File: config.mk
export PLATFORM = sky130hd
export DESIGN_NAME = dac_status_output_config_two_regs
export DESIGN_NICKNAME = d
export VERILOG_FILES = /design/src/verilog/dac_status_output_config_two_regs.v /design/src/verilog/pin_sync.v
export VERILOG_INCLUDE_DIRS = /design/src /design/src/inc
export SDC_FILE = /design/constraint.sdc
export NUM_CORES = 1
export LEC_CHECK = 0
export BUFFER_PORTS_ARGS = -buffer_cell sky130_fd_sc_hd__buf_4
export CORE_MARGIN = 3
export CORE_UTILIZATION = 30
export CTS_BUF_LIST = sky130_fd_sc_hd__clkbuf_8 sky130_fd_sc_hd__clkbuf_16
export DETAILED_ROUTE_END_ITERATION = 6
export SETUP_SLACK_MARGIN = 0.02
export SLEW_MARGIN = 20
export SYNTH_ARGS = -nofsm -noshare
export SYNTH_HDL_FRONTEND = slang
export SYNTH_HIERARCHICAL = 1
export SYNTH_SLANG_ARGS = --single-unit
File: constraint.sdc
create_clock -name CORE_CLK_IN -period 2.2 [get_ports CORE_CLK_IN]
set_input_delay 0.66 -clock CORE_CLK_IN [delete_from_list [all_inputs] [get_ports CORE_CLK_IN]]
set_output_delay 0.66 -clock CORE_CLK_IN [all_outputs]
set_load 0.05 [all_outputs]
File: src/inc/dac_stat_regs.vh
`ifndef DAC_STAT_REGS_VH
`define DAC_STAT_REGS_VH

// Serial frame layout
`define FRAME_BITS 32
`define FRAME_CNT_W 6
`define FRAME_RW_BIT 31
`define FRAME_ADDR_HI 30
`define FRAME_ADDR_LO 24
`define FRAME_DATA_HI 23

// Register addresses
`define ADDR_RECAL_TRIGGER 7'h04
`define ADDR_RECAL_STATUS 7'h05
`define ADDR_OUTPUT_CONFIG_TWO 7'h06

// Recalibration trigger register
`define RECAL_TRIGGER_BIT 8

// Status register
`define RECAL_DONE_FLAG_BIT 12
`define RECAL_DONE_FLAG_RST 1'h0

// Second configuration register
`define OUTPUT_CONFIG_TWO_RST 24'h000040
`define TRACK_HOLD_DISABLE_BIT 7
`define CFG2_RSVD_ONE_BIT 6
`define UPDATE_RATE_HI 5
`define UPDATE_RATE_LO 4

// Update rate codes
`define UPDATE_RATE_0P8_MHZ 2'h0
`define UPDATE_RATE_1P05_MHZ 2'h1
`define UPDATE_RATE_0P7_MHZ 2'h2
`define UPDATE_RATE_0P95_MHZ 2'h3

// Synchroniser depth
`define SYNC_STAGES 2

`endif

File: src/verilog/dac_status_output_config_two_regs.v
`timescale 1ns/1ps
`include "dac_stat_regs.vh"

// Operation
// - Status at 05h, read only, bit31 set
// - Bit 12 shows recalibration done
// - Done flag never masked by pin enable
// - Enabled completion pulls alarm output low
// - Status read releases alarm output high
// - New coefficients used after completion
// - Config two at 06h, resets 000040h
// - Bit 31 one reads, zero writes
// - Bit 7 disables track and hold
// - Reserved bit 6 resets to one
// - Bits 5-4 select maximum update rate
// - Bits 30-24 address, reserved reset zero
// - Mode 1, active-low select, 32-bit frames
// - Trigger bit write starts recalibration
module dac_status_output_config_two_regs #(
  parameter COEF_W = 16
)
(
  input wire CORE_CLK_IN,
  input wire RESETN_IN,
  input wire SCLK_IN,
  input wire SYNC_N_IN,
  input wire SDI_IN,
  input wire ALARM_PIN_ENABLE_IN,
  input wire RECAL_COMPLETE_IN,
  input wire [COEF_W-1:0] NEW_COEF_IN,
  output reg SDO_OUT,
  output reg ALARM_N_OUT,
  output reg ALARM_N_OE_OUT,
  output reg RECAL_START_OUT,
  output reg RECAL_DONE_FLAG_OUT,
  output reg [COEF_W-1:0] ACTIVE_COEF_OUT,
  output reg TRACK_HOLD_DISABLE_OUT,
  output reg [1:0] UPDATE_RATE_OUT
);

  wire [2:0] pins_sync;
  wire sclk_s;
  wire sync_n_s;
  wire sdi_s;
  reg sclk_prev_reg;
  reg sync_n_prev_reg;
  wire sclk_rise;
  wire sclk_fall;
  wire frame_start;
  wire frame_end;
  reg [`FRAME_BITS-1:0] shift_in_reg;
  reg [`FRAME_BITS-1:0] shift_out_reg;
  reg [`FRAME_BITS-1:0] resp_reg;
  reg [`FRAME_CNT_W-1:0] bit_cnt_reg;
  reg recal_done_reg;
  reg track_hold_disable_reg;
  reg [1:0] update_rate_reg;
  reg alarm_active_reg;
  wire frame_ok;
  wire frame_read;
  wire [6:0] frame_addr;
  wire status_read;
  wire cfg2_write;
  wire cfg2_read;
  wire trigger_write;
  wire [`FRAME_BITS-1:0] status_word;
  wire [`FRAME_BITS-1:0] cfg2_word;

  ////////////////////////////////////////////////////////////////////////////
  // Pin synchronisers
  pin_sync #(
    .WIDTH(3)
  ) u_pin_sync (
    .clk_in(CORE_CLK_IN),
    .resetn_in(RESETN_IN),
    .async_in({SDI_IN, SYNC_N_IN, SCLK_IN}),
    .reset_val_in(3'h6),
    .sync_out(pins_sync)
  );

  assign sclk_s = pins_sync[0];
  assign sync_n_s = pins_sync[1];
  assign sdi_s = pins_sync[2];

  // Edge history of synced pins
  always @(posedge CORE_CLK_IN)
  begin
    if (!RESETN_IN)
    begin
      sclk_prev_reg <= 1'b0;
      sync_n_prev_reg <= 1'b1;
    end
    else
    begin
      sclk_prev_reg <= sclk_s;
      sync_n_prev_reg <= sync_n_s;
    end
  end

  assign sclk_rise = sclk_s & ~sclk_prev_reg & ~sync_n_s;
  assign sclk_fall = ~sclk_s & sclk_prev_reg & ~sync_n_s;
  assign frame_start = ~sync_n_s & sync_n_prev_reg;
  assign frame_end = sync_n_s & ~sync_n_prev_reg;

  ////////////////////////////////////////////////////////////////////////////
  // Frame decode
  // full frames only
  assign frame_ok = frame_end && (bit_cnt_reg == `FRAME_BITS);
  assign frame_addr = shift_in_reg[`FRAME_ADDR_HI:`FRAME_ADDR_LO];
  assign frame_read = shift_in_reg[`FRAME_RW_BIT];
  assign status_read = frame_ok && frame_read && (frame_addr == `ADDR_RECAL_STATUS);
  assign cfg2_write = frame_ok && !frame_read && (frame_addr == `ADDR_OUTPUT_CONFIG_TWO);
  assign cfg2_read = frame_ok && frame_read && (frame_addr == `ADDR_OUTPUT_CONFIG_TWO);
  assign trigger_write = frame_ok && !frame_read && (frame_addr == `ADDR_RECAL_TRIGGER)
    && shift_in_reg[`RECAL_TRIGGER_BIT];

  // flag at bit 12, reserved zero
  assign status_word = {shift_in_reg[31:24], 11'h000, recal_done_reg, 12'h000};
  assign cfg2_word = {shift_in_reg[31:24], 16'h0000, track_hold_disable_reg, 1'b1,
    update_rate_reg, 4'h0};

  ////////////////////////////////////////////////////////////////////////////
  // Serial shift engine
  always @(posedge CORE_CLK_IN)
  begin
    if (!RESETN_IN)
    begin
      shift_in_reg <= 32'h00000000;
      shift_out_reg <= 32'h00000000;
      bit_cnt_reg <= 6'h00;
      resp_reg <= 32'h00000000;
      SDO_OUT <= 1'b0;
    end
    else
    begin
      if (frame_start)
      begin
        // Load reply to previous read
        shift_out_reg <= resp_reg;
        bit_cnt_reg <= 6'h00;
      end
      else if (sclk_rise)
      begin
        // Drive on rising edge
        SDO_OUT <= shift_out_reg[`FRAME_BITS-1];
        shift_out_reg <= {shift_out_reg[`FRAME_BITS-2:0], 1'b0};
      end
      else if (sclk_fall)
      begin
        // Sample on falling edge
        shift_in_reg <= {shift_in_reg[`FRAME_BITS-2:0], sdi_s};
        if (bit_cnt_reg != 6'h3f)
          bit_cnt_reg <= bit_cnt_reg + 6'h01;
      end
      if (status_read)
        resp_reg <= status_word;
      else if (cfg2_read)
        resp_reg <= cfg2_word;
      else if (frame_ok)
        resp_reg <= 32'h00000000;
    end
  end

  ////////////////////////////////////////////////////////////////////////////
  // Second configuration register
  always @(posedge CORE_CLK_IN)
  begin
    if (!RESETN_IN)
    begin
      track_hold_disable_reg <= 1'b0;
      update_rate_reg <= `UPDATE_RATE_0P8_MHZ;
    end
    else if (cfg2_write)
    begin
      track_hold_disable_reg <= shift_in_reg[`TRACK_HOLD_DISABLE_BIT];
      update_rate_reg <= shift_in_reg[`UPDATE_RATE_HI:`UPDATE_RATE_LO];
    end
  end

  ////////////////////////////////////////////////////////////////////////////
  // Recalibration status and alarm
  always @(posedge CORE_CLK_IN)
  begin
    if (!RESETN_IN)
    begin
      recal_done_reg <= `RECAL_DONE_FLAG_RST;
      alarm_active_reg <= 1'b0;
      RECAL_START_OUT <= 1'b0;
    end
    else
    begin
      RECAL_START_OUT <= trigger_write;
      if (RECAL_COMPLETE_IN)
        recal_done_reg <= 1'b1;
      else if (trigger_write)
        recal_done_reg <= 1'b0;
      if (RECAL_COMPLETE_IN && ALARM_PIN_ENABLE_IN)
        alarm_active_reg <= 1'b1;
      else if (status_read)
        alarm_active_reg <= 1'b0;
    end
  end

  // Registered pin and status outputs
  always @(posedge CORE_CLK_IN)
  begin
    if (!RESETN_IN)
    begin
      ALARM_N_OUT <= 1'b0;
      ALARM_N_OE_OUT <= 1'b0;
      RECAL_DONE_FLAG_OUT <= 1'b0;
      ACTIVE_COEF_OUT <= {COEF_W{1'b0}};
      TRACK_HOLD_DISABLE_OUT <= 1'b0;
      UPDATE_RATE_OUT <= `UPDATE_RATE_0P8_MHZ;
    end
    else
    begin
      // Open drain: drive low only
      ALARM_N_OUT <= 1'b0;
      ALARM_N_OE_OUT <= alarm_active_reg;
      RECAL_DONE_FLAG_OUT <= recal_done_reg;
      if (RECAL_COMPLETE_IN)
        ACTIVE_COEF_OUT <= NEW_COEF_IN;
      TRACK_HOLD_DISABLE_OUT <= track_hold_disable_reg;
      UPDATE_RATE_OUT <= update_rate_reg;
    end
  end

endmodule // dac_status_output_config_two_regs

File: src/verilog/pin_sync.v
`timescale 1ns/1ps
`include "dac_stat_regs.vh"

module pin_sync #(
  parameter WIDTH = 3
)
(
  input wire clk_in,
  input wire resetn_in,
  input wire [WIDTH-1:0] async_in,
  input wire [WIDTH-1:0] reset_val_in,
  output wire [WIDTH-1:0] sync_out
);

  genvar i;

  ////////////////////////////////////////////////////////////////////////////
  // Two-flop synchroniser per pin
  generate
    for (i = 0; i < WIDTH; i = i + 1)
    begin : g_sync
      reg meta_reg;
      reg stable_reg;
      // First stage feeds only the second
      always @(posedge clk_in)
      begin
        if (!resetn_in)
        begin
          // Idle level of the pin, so no false edge follows reset
          meta_reg <= reset_val_in[i];
          stable_reg <= reset_val_in[i];
        end
        else
        begin
          meta_reg <= async_in[i];
          stable_reg <= meta_reg;
        end
      end
      assign sync_out[i] = stable_reg;
    end
  endgenerate

endmodule // pin_sync
Word-level counts from Yosys, hierarchy flattened
Cells that the tools add are included.

word-level totals
  register bits after elaboration = 119
  latch bits = 0
  bits in writable memories = 0
  memory bits (read-only) = 0
  input port bits = 23
  output and inout port bits = 24
  logic and storage cells = 72
  memories = 0

cells by class
  add/subtract/negate cells = 1
  multiply operators = 0
  div/mod/pow operators = 0
  $lt $le $gt $ge = 0
  equal/unequal tests = 5
  shift operators = 0
  mux-type cells = 9
  bitwise logic cells = 13
  reductions and logical operators = 20

operators by type and width
  operator                                        number
  two-way mux 32 bit                              5
  == test 7 x 3 -> 1 bit (second input constant)  3
  logical AND 1 bit                               9
  nonzero test 2 bit                              4
  inverter 1 bit                                  7
  adder 6 x 1 -> 6 bit (second input constant)    1
  bitwise AND 1 bit                               6
  == test 6 bit (second input constant)           1
  != test 6 bit (second input constant)           1
  AND reduction 3 bit                             2
  two-way mux 1 bit                               4
  OR reduction 2 bit                              2
  nonzero test 3 bit                              1
  AND reduction 2 bit                             1
  logical NOT 1 bit                               1

Logic depth before layout (Yosys ltp)
Gate-level depths: netlist of run 1.

  word-level depth = 8
  mapped depth = 8
  depth with buffers taken out = 6

Cells and area by module
Netlist of run 1, hierarchy kept.

by module, submodules not included
  module                             times used  cells each  area each (sq um)  seq. area each (sq um)
  dac_status_output_config_two_regs  1           447         4115.2             2182.1
  pin_sync                           1           16          244.0              120.1

Least setup slack after synthesis of run 1
OpenSTA, ideal clock, no wires.

  kind = input port to flip-flop
  start point = in RECAL_COMPLETE_IN
  end point = reg ACTIVE_COEF_OUT[10]
  setup time = 128 ps
  arrival time = 1388 ps
  data required time = 2072 ps
  slack = 685 ps
  stages = 4
  buffers on the path = 2
  cells stage by stage = buf_2 > buf_2 > mux2i_1 > nor2_1

RTL lines
  element               line                                     RTL
  start, declared       dac_status_output_config_two_regs.v:29   input wire RECAL_COMPLETE_IN,
  end signal, assigned  dac_status_output_config_two_regs.v:212  ACTIVE_COEF_OUT <= {COEF_W{1'b0}};
  end, declared         dac_status_output_config_two_regs.v:36   output reg [COEF_W-1:0] ACTIVE_COEF_OUT,

Worst setup path in the final report of run 1
  start point = reg bit_cnt_reg[0]
  end point = reg update_rate_reg[1]

between the ends
  cells in the longest elaborated chain, start to end = 4

RTL lines
  element                          line                                     RTL
  start, declared                  dac_status_output_config_two_regs.v:54   reg [`FRAME_CNT_W-1:0] bit_cnt_reg;
  start signal, assigned           dac_status_output_config_two_regs.v:153  bit_cnt_reg <= bit_cnt_reg + 6'h01;
  == test 6 bit (no source line)   --
  logical AND 1 bit                dac_status_output_config_two_regs.v:108  assign frame_ok = frame_end && (bit_cnt_reg == `FRAME_BITS);
  logical AND 1 bit (2 in series)  dac_status_output_config_two_regs.v:112  assign cfg2_write = frame_ok && !frame_read && (frame_addr == `ADDR_OUTPUT_CONFIG_TWO);
  end signal, assigned             dac_status_output_config_two_regs.v:171  update_rate_reg <= `UPDATE_RATE_0P8_MHZ;
  end signal, assigned             dac_status_output_config_two_regs.v:176  update_rate_reg <= shift_in_reg[`UPDATE_RATE_HI:`UPDATE_RATE_LO];
  end, declared                    dac_status_output_config_two_regs.v:57   reg [1:0] update_rate_reg;

Every way passes these cells.
A chain may end at the register's enable or synchronous reset.

==> results of run 1 <==
## Yosys cell counts, drive strengths merged, types with 2 or more instances
cell type and count:
a22oi 19, ha 2, xor2 4, inv 11, nor3 3, and2 5
nand3 4, clkbuf 15, a211oi 12, nand2 78, nor4 3, dfxtp 115
nand4 3, and3 7, nor2 59, nor4bb 2, mux2 6, buf 19
nand4b 2, mux2i 33, conb 2, nor2b 2, a21oi 41, nand2b 4
a31o 2
## cells by family (layout without fill, tap and decap cells)
| family | after synthesis | in the layout | synth area share [%] |
|---|---|---|---|
| AND/OR/NAND/NOR | 175 | 175 | 18.7 |
| flip-flops | 115 | 115 | 52.8 |
| AO/OA/AOI/OAI | 80 | 80 | 11.6 |
| buffers and inverters | 45 | 96 | 5.51 |
| multiplexers | 39 | 39 | 9.64 |
| XOR/XNOR | 5 | 5 | 1.00 |
| adder cells (fa/ha/maj) | 2 | 2 | 0.574 |
| other | 2 | 7 | 0.172 |
## area by class of cell
type,count,area (um^2)
clock buffers,18,439
flip-flops and latches,115,2300
clock inverters,14,235
multi-input cells,308,1840
well taps,180,225
inverters,11,41.3
fillers,1364,8550
repair buffers,53,410
## power breakdown
group / internal (mW) / leakage [nW] / switching, mW / total, mW
logic: 0.135 / 0.963 / 0.209 / 0.344
clock network: 2.15 / 0.327 / 0.943 / 3.09
registers: 2.14 / 0.935 / 0.0339 / 2.18
total: 4.42 / 2.23 / 1.19 / 5.61
## metrics by stage
stage               area [um^2]  setup WS, ns  cells  hold slack, ns  util, %
floorplan                  4380         0.685    468           0.428        -
global placement           4810         0.526    667           0.438     34.3
detailed placement         4810         0.461    667           0.442     34.3
CTS                        5490         0.449    699           0.451     39.1
global route               5490         0.307    699           0.462     39.1
finish                     5490         0.487    699           0.447     39.1
## cells in the final DEF, fill, tap and decap left out, types with 2 or more instances in the layout
| cell | netlist | layout |
|---|---|---|
| buf_4 | 7 | 52 |
| clkinv_4 | 0 | 3 |
| nor2b_1 | 2 | 2 |
| clkbuf_16 | 0 | 17 |
| a211oi_1 | 12 | 12 |
| nor4_1 | 2 | 2 |
| mux2_4 | 6 | 6 |
| nand4_1 | 3 | 3 |
| a22oi_1 | 19 | 19 |
| a21oi_1 | 39 | 39 |
| a21oi_2 | 2 | 2 |
| clkinvlp_4 | 0 | 2 |
| bufinv_16 | 0 | 6 |
| nand2b_1 | 3 | 3 |
| mux2i_1 | 33 | 33 |
| inv_1 | 11 | 11 |
| dfxtp_1 | 115 | 115 |
| nand4b_1 | 2 | 2 |
| nand3_1 | 4 | 4 |
| nor2_1 | 59 | 59 |
| and3_1 | 7 | 7 |
| clkinv_2 | 0 | 2 |
| a31o_2 | 2 | 2 |
| nand2_1 | 78 | 78 |
| conb_1 | 2 | 7 |
| nor4bb_1 | 2 | 2 |
| and2_1 | 5 | 5 |
| ha_1 | 2 | 2 |
| xor2_1 | 4 | 4 |
## per-layer routing
metal	share of wire (%)	vias up
met3	4.9	6
met1	46	1474
met4	0.60	0
met2	48	55
met5	0	-
li1	-	1647
## how the worst min path moves through the flow
stage	start	to	slack (ns)	cells after the start
2_1_floorplan	track_hold_disable_reg$_SDFFE_PN0P_	TRACK_HOLD_DISABLE_OUT$_SDFF_PN0_	0.43	2
3_3_place_gp	shift_in_reg[6]$_SDFFE_PN0P_	shift_in_reg[7]$_SDFFE_PN0P_	0.44	2
3_5_place_dp	shift_in_reg[0]$_SDFFE_PN0P_	shift_in_reg[1]$_SDFFE_PN0P_	0.44	2
4_1_cts	shift_in_reg[0]$_SDFFE_PN0P_	shift_in_reg[1]$_SDFFE_PN0P_	0.45	2
5_1_grt	SDI_IN	u_pin_sync/g_sync[2].meta_reg$_DFF_P_	0.46	2
6_report	shift_in_reg[13]$_SDFFE_PN0P_	shift_in_reg[14]$_SDFFE_PN0P_	0.45	2
## worst max-delay path, delay by kind of cell (launching register included)
family / cells / cell delay (ns)
and+or+nand+nor: 3 / 0.85
DFF: 1 / 0.32
muxes: 1 / 0.23
adders and majority gates: 1 / 0.16
buffers and inverters: 1 / 0.08
==> results by group, run 1 <==
Outcome
  – Status: finished clean

Clock tree
  – Insertion delay to the later sink of the worst-skew pair: just over 0.4 ns
  – CTS sink cnt: 115
  – Clock-pin transition on the worst setup and hold timing paths: 0.05 ns
  – CTS tree: built
  – Clock root buffer: clkbuf_16
  – Cts bufs inserted: 17
  – H-tree levels: 4
  – Postcts setup bufs: 0
  – Clock tree buffer depth: 2
  – Number of gates resized after cts: 0
  – Hold-fix buffers, CTS: 0

Drt
  – Detail Route Antenna Nets: 0
  – Wire length per cell: 12.0 um
  – DRC: 0
  – Vias: 3182
  – Initial drt markers: ~240
  – Total wire length: 8370 um
  – Routed vias/inst: 4.55
  – Drt pass-1 iters: 5

Setup path
  – Slowest CP cell: nor4_4
  – Worst Setup SP: bit_cnt_reg[0]$_SDFFE_PP0P_
  – End point of the critical path: update_rate_reg[1]$_SDFFE_PN0P_
  – Crit start category: flip-flop
  – Reg2reg start: bit_cnt_reg[0]$_SDFFE_PP0P_
  – CP Capture Type: flip-flop
  – Max incr delay on CP: approximately 0.38 ns
  – Crit path DAT: just over 2 ns
  – Cells along the critical path: inv_1 -> ha_1 -> nand4b_1 -> nand2b_4 -> nor4_4 -> mux2i_1
  – Worst Path Required: 2.53 ns
  – Reg-to-reg slack, setup: 0.49 ns
  – Crit Path Category: flip-flop to flip-flop
  – Crit-path max FO: 14
  – Worst Reg-to-Reg Cells: 6
  – Reg2reg end: update_rate_reg[1]$_SDFFE_PN0P_

Global routing
  – M2 GR Usage: 18.0%
  – Largest net degree at the start of global routing: 34
  – First-pass GRT wire length: ~14000 um
  – Most Crowded Layer GR: met2
  – All-Layer GR Usage: 11.0%
  – Met1 usage: 13.2%
  – Vias in the first global route: 3168
  – Met3 usage: between 4 and 5%
  – Total gr overflow: 0
  – Antenna violations before repair: 0

Min path
  – Hold crit path type: flip-flop to flip-flop

STA
  – Max Transition Viols Final: 0
  – Final setup fails: 0
  – Unrepaired setup endpoints after global routing: false
  – Slew @ Worst Pin: 0.539 ns
  – Min Tclk post-route: 1.71 ns
  – Worst Skew: 0.0105 ns
  – Slew margin rel.: approximately 64%
  – Total negative slack: 0 ns
  – Fin crit share: between 70 and 80%
  – Max Freq: 584 MHz
  – Final hold vios: 0

Synth
  – Post-synth ARST share: 0%
  – Sequential area share after synthesis: 52.8%
  – Netlist Area Pre-Place: between 0.004 and 0.005 mm^2
  – Number of synthesized flops with an enable pin: 0
  – Post-Syn Area per Cell: approximately 9.4 um^2
  – Most common flop cell mapped by yosys: dfxtp_1
  – Unique masters post-synth: 43
  – Leading area contributor after synthesis: dfxtp_1
  – Cell count after synthesis: between 400 and 500
  – Share of the synthesized area in the top cell type: 52.8%
  – FF+latch count, synth: 115
  – Synth warnings: 6
  – Area contributors post-synth: dfxtp_1 53%, mux2i_1 7.6%, nand2_1 6.7%

Placed design
  – HPWL after DPL: 5520 um
  – Global placer's final weighted congestion: 0.685
  – IO Port Bufs: 45

Floorplan
  – Vert. Die Dim: 127 um
  – Die width: between 100 and 150 um
  – Die footprint: between 0.015 and 0.02 mm^2
  – Io pins: 47
  – Row Count: 43
  – Starting density of the core: 31.0%
  – Core Area: 0.0140 mm^2

Cells and area
  – Nets: 531
  – Layout Area Growth over Synthesis: 25.9%
  – ANT cells: 0
  – Largest register FFs: 32
  – Share of layout cells above drive strength 1: 19.3%

Power
  – Pwr/cell area: 1020 mW/mm^2
  – VDD IR-drop max: 0.000517 V
  – Leakage: 2.23 nW
  – PnR Total Power: 5.61 mW

Flow run
  – # Max-Cap Violations: 0
No activity file was read; power rests on OpenSTA's default activity.
==> run 2: changes to the inputs <==
==> constraint.sdc (replaced) <==
create_clock -name CORE_CLK_IN -period 1.45 [get_ports CORE_CLK_IN]
set_input_delay 0.435 -clock CORE_CLK_IN [delete_from_list [all_inputs] [get_ports CORE_CLK_IN]]
set_output_delay 0.435 -clock CORE_CLK_IN [all_outputs]
set_load 0.05 [all_outputs]
==> run 2 against run 1 <==
Against the previous run: global-route usage hardly changed; via count increased by 2.9%; sequential power increased by 51%; clock skew down 0.0042 ns; combinational power rose by 69%; sequential cell count did not move; hold slack worse by 0.19 ns; register-to-register slack lost 0.47 ns; wire length rose by 5.6%; utilization increased by 1.2 points; critical path depth increased by 1; design area rose by 3.2%.
==> results by group, run 2 (synthesized netlist as in run 1, its figures left out) <==
Global routing
  – First-pass GRT wire length: 14400 um (+0.33%)
  – Met3 usage: 3.45% (-0.93 points)
  – Met1 usage: 13.3% (+0.19 points)
  – All-Layer GR Usage: 11.0% (-0.045 points)
  – Total gr overflow: 0 (unchanged)
  – Most Crowded Layer GR: met2
  – Antenna violations before repair: 0 (unchanged)
  – Vias in the first global route: 3123 (-1.4%)
  – Largest net degree at the start of global routing: 45 (+32%)
  – M2 GR Usage: 17.7% (-0.28 points)

Placed design
  – HPWL after DPL: 5550 um (+0.56%)
  – IO Port Bufs: 45 (unchanged)
  – DP Worst Slack: -0.0314 ns (-0.492 ns)
  – Global placer's final weighted congestion: 0.768 (+12%)
  – Placed Cells: 674 (+1.0%)

Clock tree
  – Hold-fix buffers, CTS: 0 (unchanged)
  – Cts bufs inserted: 17 (unchanged)
  – H-tree levels: 4 (unchanged)
  – CTS sink cnt: 115 (unchanged)
  – Insertion delay to the later sink of the worst-skew pair: 0.40 ns (about the same)
  – Clock tree buffer depth: 2 (unchanged)
  – Clock root buffer: clkbuf_16
  – Clock-pin transition on the worst setup and hold timing paths: 0.05 ns (about the same)
  – CTS tree: built

Cells and area
  – Layout Area Growth over Synthesis: 29.9%
  – Fin util: 40.3% (+1.2 points)
  – Largest register FFs: 32 (unchanged)
  – ANT cells: 0 (unchanged)
  – Leading cell types in the layout, fill and taps excluded: 112 x dfxtp_1, 78 x nand2_1, 58 x nor2_1, 55 x buf_4, 36 x a21oi_1
  – Nets: 544 (+2.4%)
  – Share of layout cells above drive strength 1: 24.2% (+4.9 points)
  – Multi-input gate area: 0.00190 mm^2 (+3.3%)
  – Layout fillers: 1350 (-1.0%)
  – Final Non-Filler Cells: 709 (+1.4%)
  – Reg area: 0.00231 mm^2 (+0.16%)
  – Most common cell after layout, fill and taps aside: dfxtp_1

Floorplan
  – Io pins: 47 (unchanged)
  – Starting density of the core: 31.0% (unchanged)
  – Die width: 127 um (unchanged)
  – Vert. Die Dim: 127 um (unchanged)
  – Row Count: 43 (unchanged)
  – Core Area: 0.0140 mm^2 (unchanged)
  – Die footprint: 0.0160 mm^2 (unchanged)

Power
  – Comb power frac: 7.5% (+1.4 points)
  – Part of the power in the clock network: 50.0% (-5.1 points)
  – VDD IR-drop max: 0.000800 V (+55%)
  – Internal power: 6.08 mW (+37%)
  – Sw Pwr: 1.69 mW (+42%)
  – Pwr/cell area: 1370 mW/mm^2 (+34%)
  – Switch share: 21.7% (+0.57 points)
  – Leakage: 2.30 nW (+3.2%)
  – Seq pwr share: 42.5% (+3.7 points)

Setup path
  – CP Capture Type: flip-flop
  – Crit Path Category: flip-flop to flip-flop
  – Crit-path max FO: 5 (-9)
  – Crit path DAT: 1.77 ns (-0.28 ns)
  – Crit start category: flip-flop
  – Worst Path Required: 1.78 ns (-0.75 ns)

STA
  – Max Freq: 696 MHz (+19%)
  – Final setup fails: 0 (unchanged)
  – Total negative slack: 0 ns (unchanged)
  – Unrepaired setup endpoints after global routing: true
  – Final hold vios: 0 (unchanged)
  – Min Tclk post-route: 1.44 ns (-0.276 ns)
  – Fin crit share: 99.1% (+21 points)
  – Worst Skew: 0.00631 ns (-0.00415 ns)
  – Max Transition Viols Final: 0 (unchanged)
  – Worst setup slack after layout: 0.0125 ns (-0.474 ns)
  – WHS: 0.261 ns (-0.187 ns)

Drt
  – Routed vias/inst: 4.62 (+1.4%)
  – Wire length per cell: 12.5 um (+4.1%)
  – Vias: 3273 (+2.9%)
  – Detail Route Antenna Nets: 0 (unchanged)
  – Drt pass-1 iters: 4 (-1)
  – DRC: 0 (unchanged)
  – Total wire length: 8840 um (+5.6%)
  – Initial drt markers: 181 (-25%)

Min path
  – Hold crit path type: input port to flip-flop

Outcome
  – Status: finished clean

Flow run
  – # Max-Cap Violations: 0 (unchanged)
-- run 2: cell count changes in the layout (fill, tap and decap cells not counted), moves of 3 or more --
cell	previous run	this run
a21oi_1	39	36
a21oi_2	2	5
buf_12	1	8
buf_4	52	55
bufinv_16	6	1
clkbuf_8	1	6
clkinv_4	3	0
dfxtp_1	115	112
dfxtp_2	0	3
-- run 2: worst paths after layout --
check                                               start  depth (start not counted)  slack [ns]                                     to
setup / recovery              bit_cnt_reg[1]$_SDFFE_PP0P_                          7        0.01               resp_reg[4]$_SDFFE_PP0P_
hold / removal                                     SDI_IN                          2        0.26  u_pin_sync/g_sync[2].meta_reg$_DFF_P_
setup reg to reg              bit_cnt_reg[1]$_SDFFE_PP0P_                          7        0.01               resp_reg[4]$_SDFFE_PP0P_
hold reg to reg   u_pin_sync/g_sync[2].stable_reg$_DFF_P_                          2        0.45           shift_in_reg[0]$_SDFFE_PN0P_
-- run 2: repair_timing --
| item | 4_1_cts | 5_1_grt |
|---|---|---|
| buffers inserted | 2 | 2 |
| gates cloned | 0 | 2 |
| endpoints found under the hold margin | 0 | 0 |
| gates resized for setup | 7 | 16 |
| pin swaps | 2 | 15 |
| setup endpoints to repair | 11 | 59 |
-- run 2: power groups by stage --
| stage | logic, mW | registers, mW | clock network, mW |
|---|---|---|---|
| after floorplan | 0.307 | 3.45 | 0 |
| after global placement | 0.562 | 3.36 | 0 |
| after detailed placement | 0.572 | 3.36 | 0 |
| after CTS | 0.576 | 3.30 | 3.97 |
| after global routing | 0.635 | 3.31 | 4.10 |
| final | 0.581 | 3.30 | 3.88 |
-- run 2: metal layers --
layer	vias to the layer above	share of wire, %
met1	1531	46
met2	63	48
li1	1667	-
met3	12	4.7
met4	0	1.1
met5	-	0
-- run 2: stage by stage --
| step | instance area [um^2] | power [mW] |
|---|---|---|
| 6_report | 5660 | 7.77 |
| 5_1_grt | 5660 | 8.04 |
| 4_1_cts | 5550 | 7.84 |
| 3_5_place_dp | 4950 | 3.93 |
| 3_3_place_gp | 4950 | 3.92 |
| 2_1_floorplan | 4380 | 3.76 |
-- run 2: worst max-delay path, stage by stage, from the launching register on --
cell,delay [ns]
dfxtp_2,0.33
inv_2,0.07
ha_4,0.13
nand4b_1,0.13
buf_4,0.17
and4b_2,0.35
a22oi_1,0.09
nor2_1,0.10
-- run 2: layout make-up --
class                   count  area share [%]
flip-flops and latches    115            40.7
clock inverters             6           0.950
multi-input cells         308            33.5
repair buffers             66            11.2
inverters                  11           0.729
well taps                 180            3.98
clock buffers              23            8.97
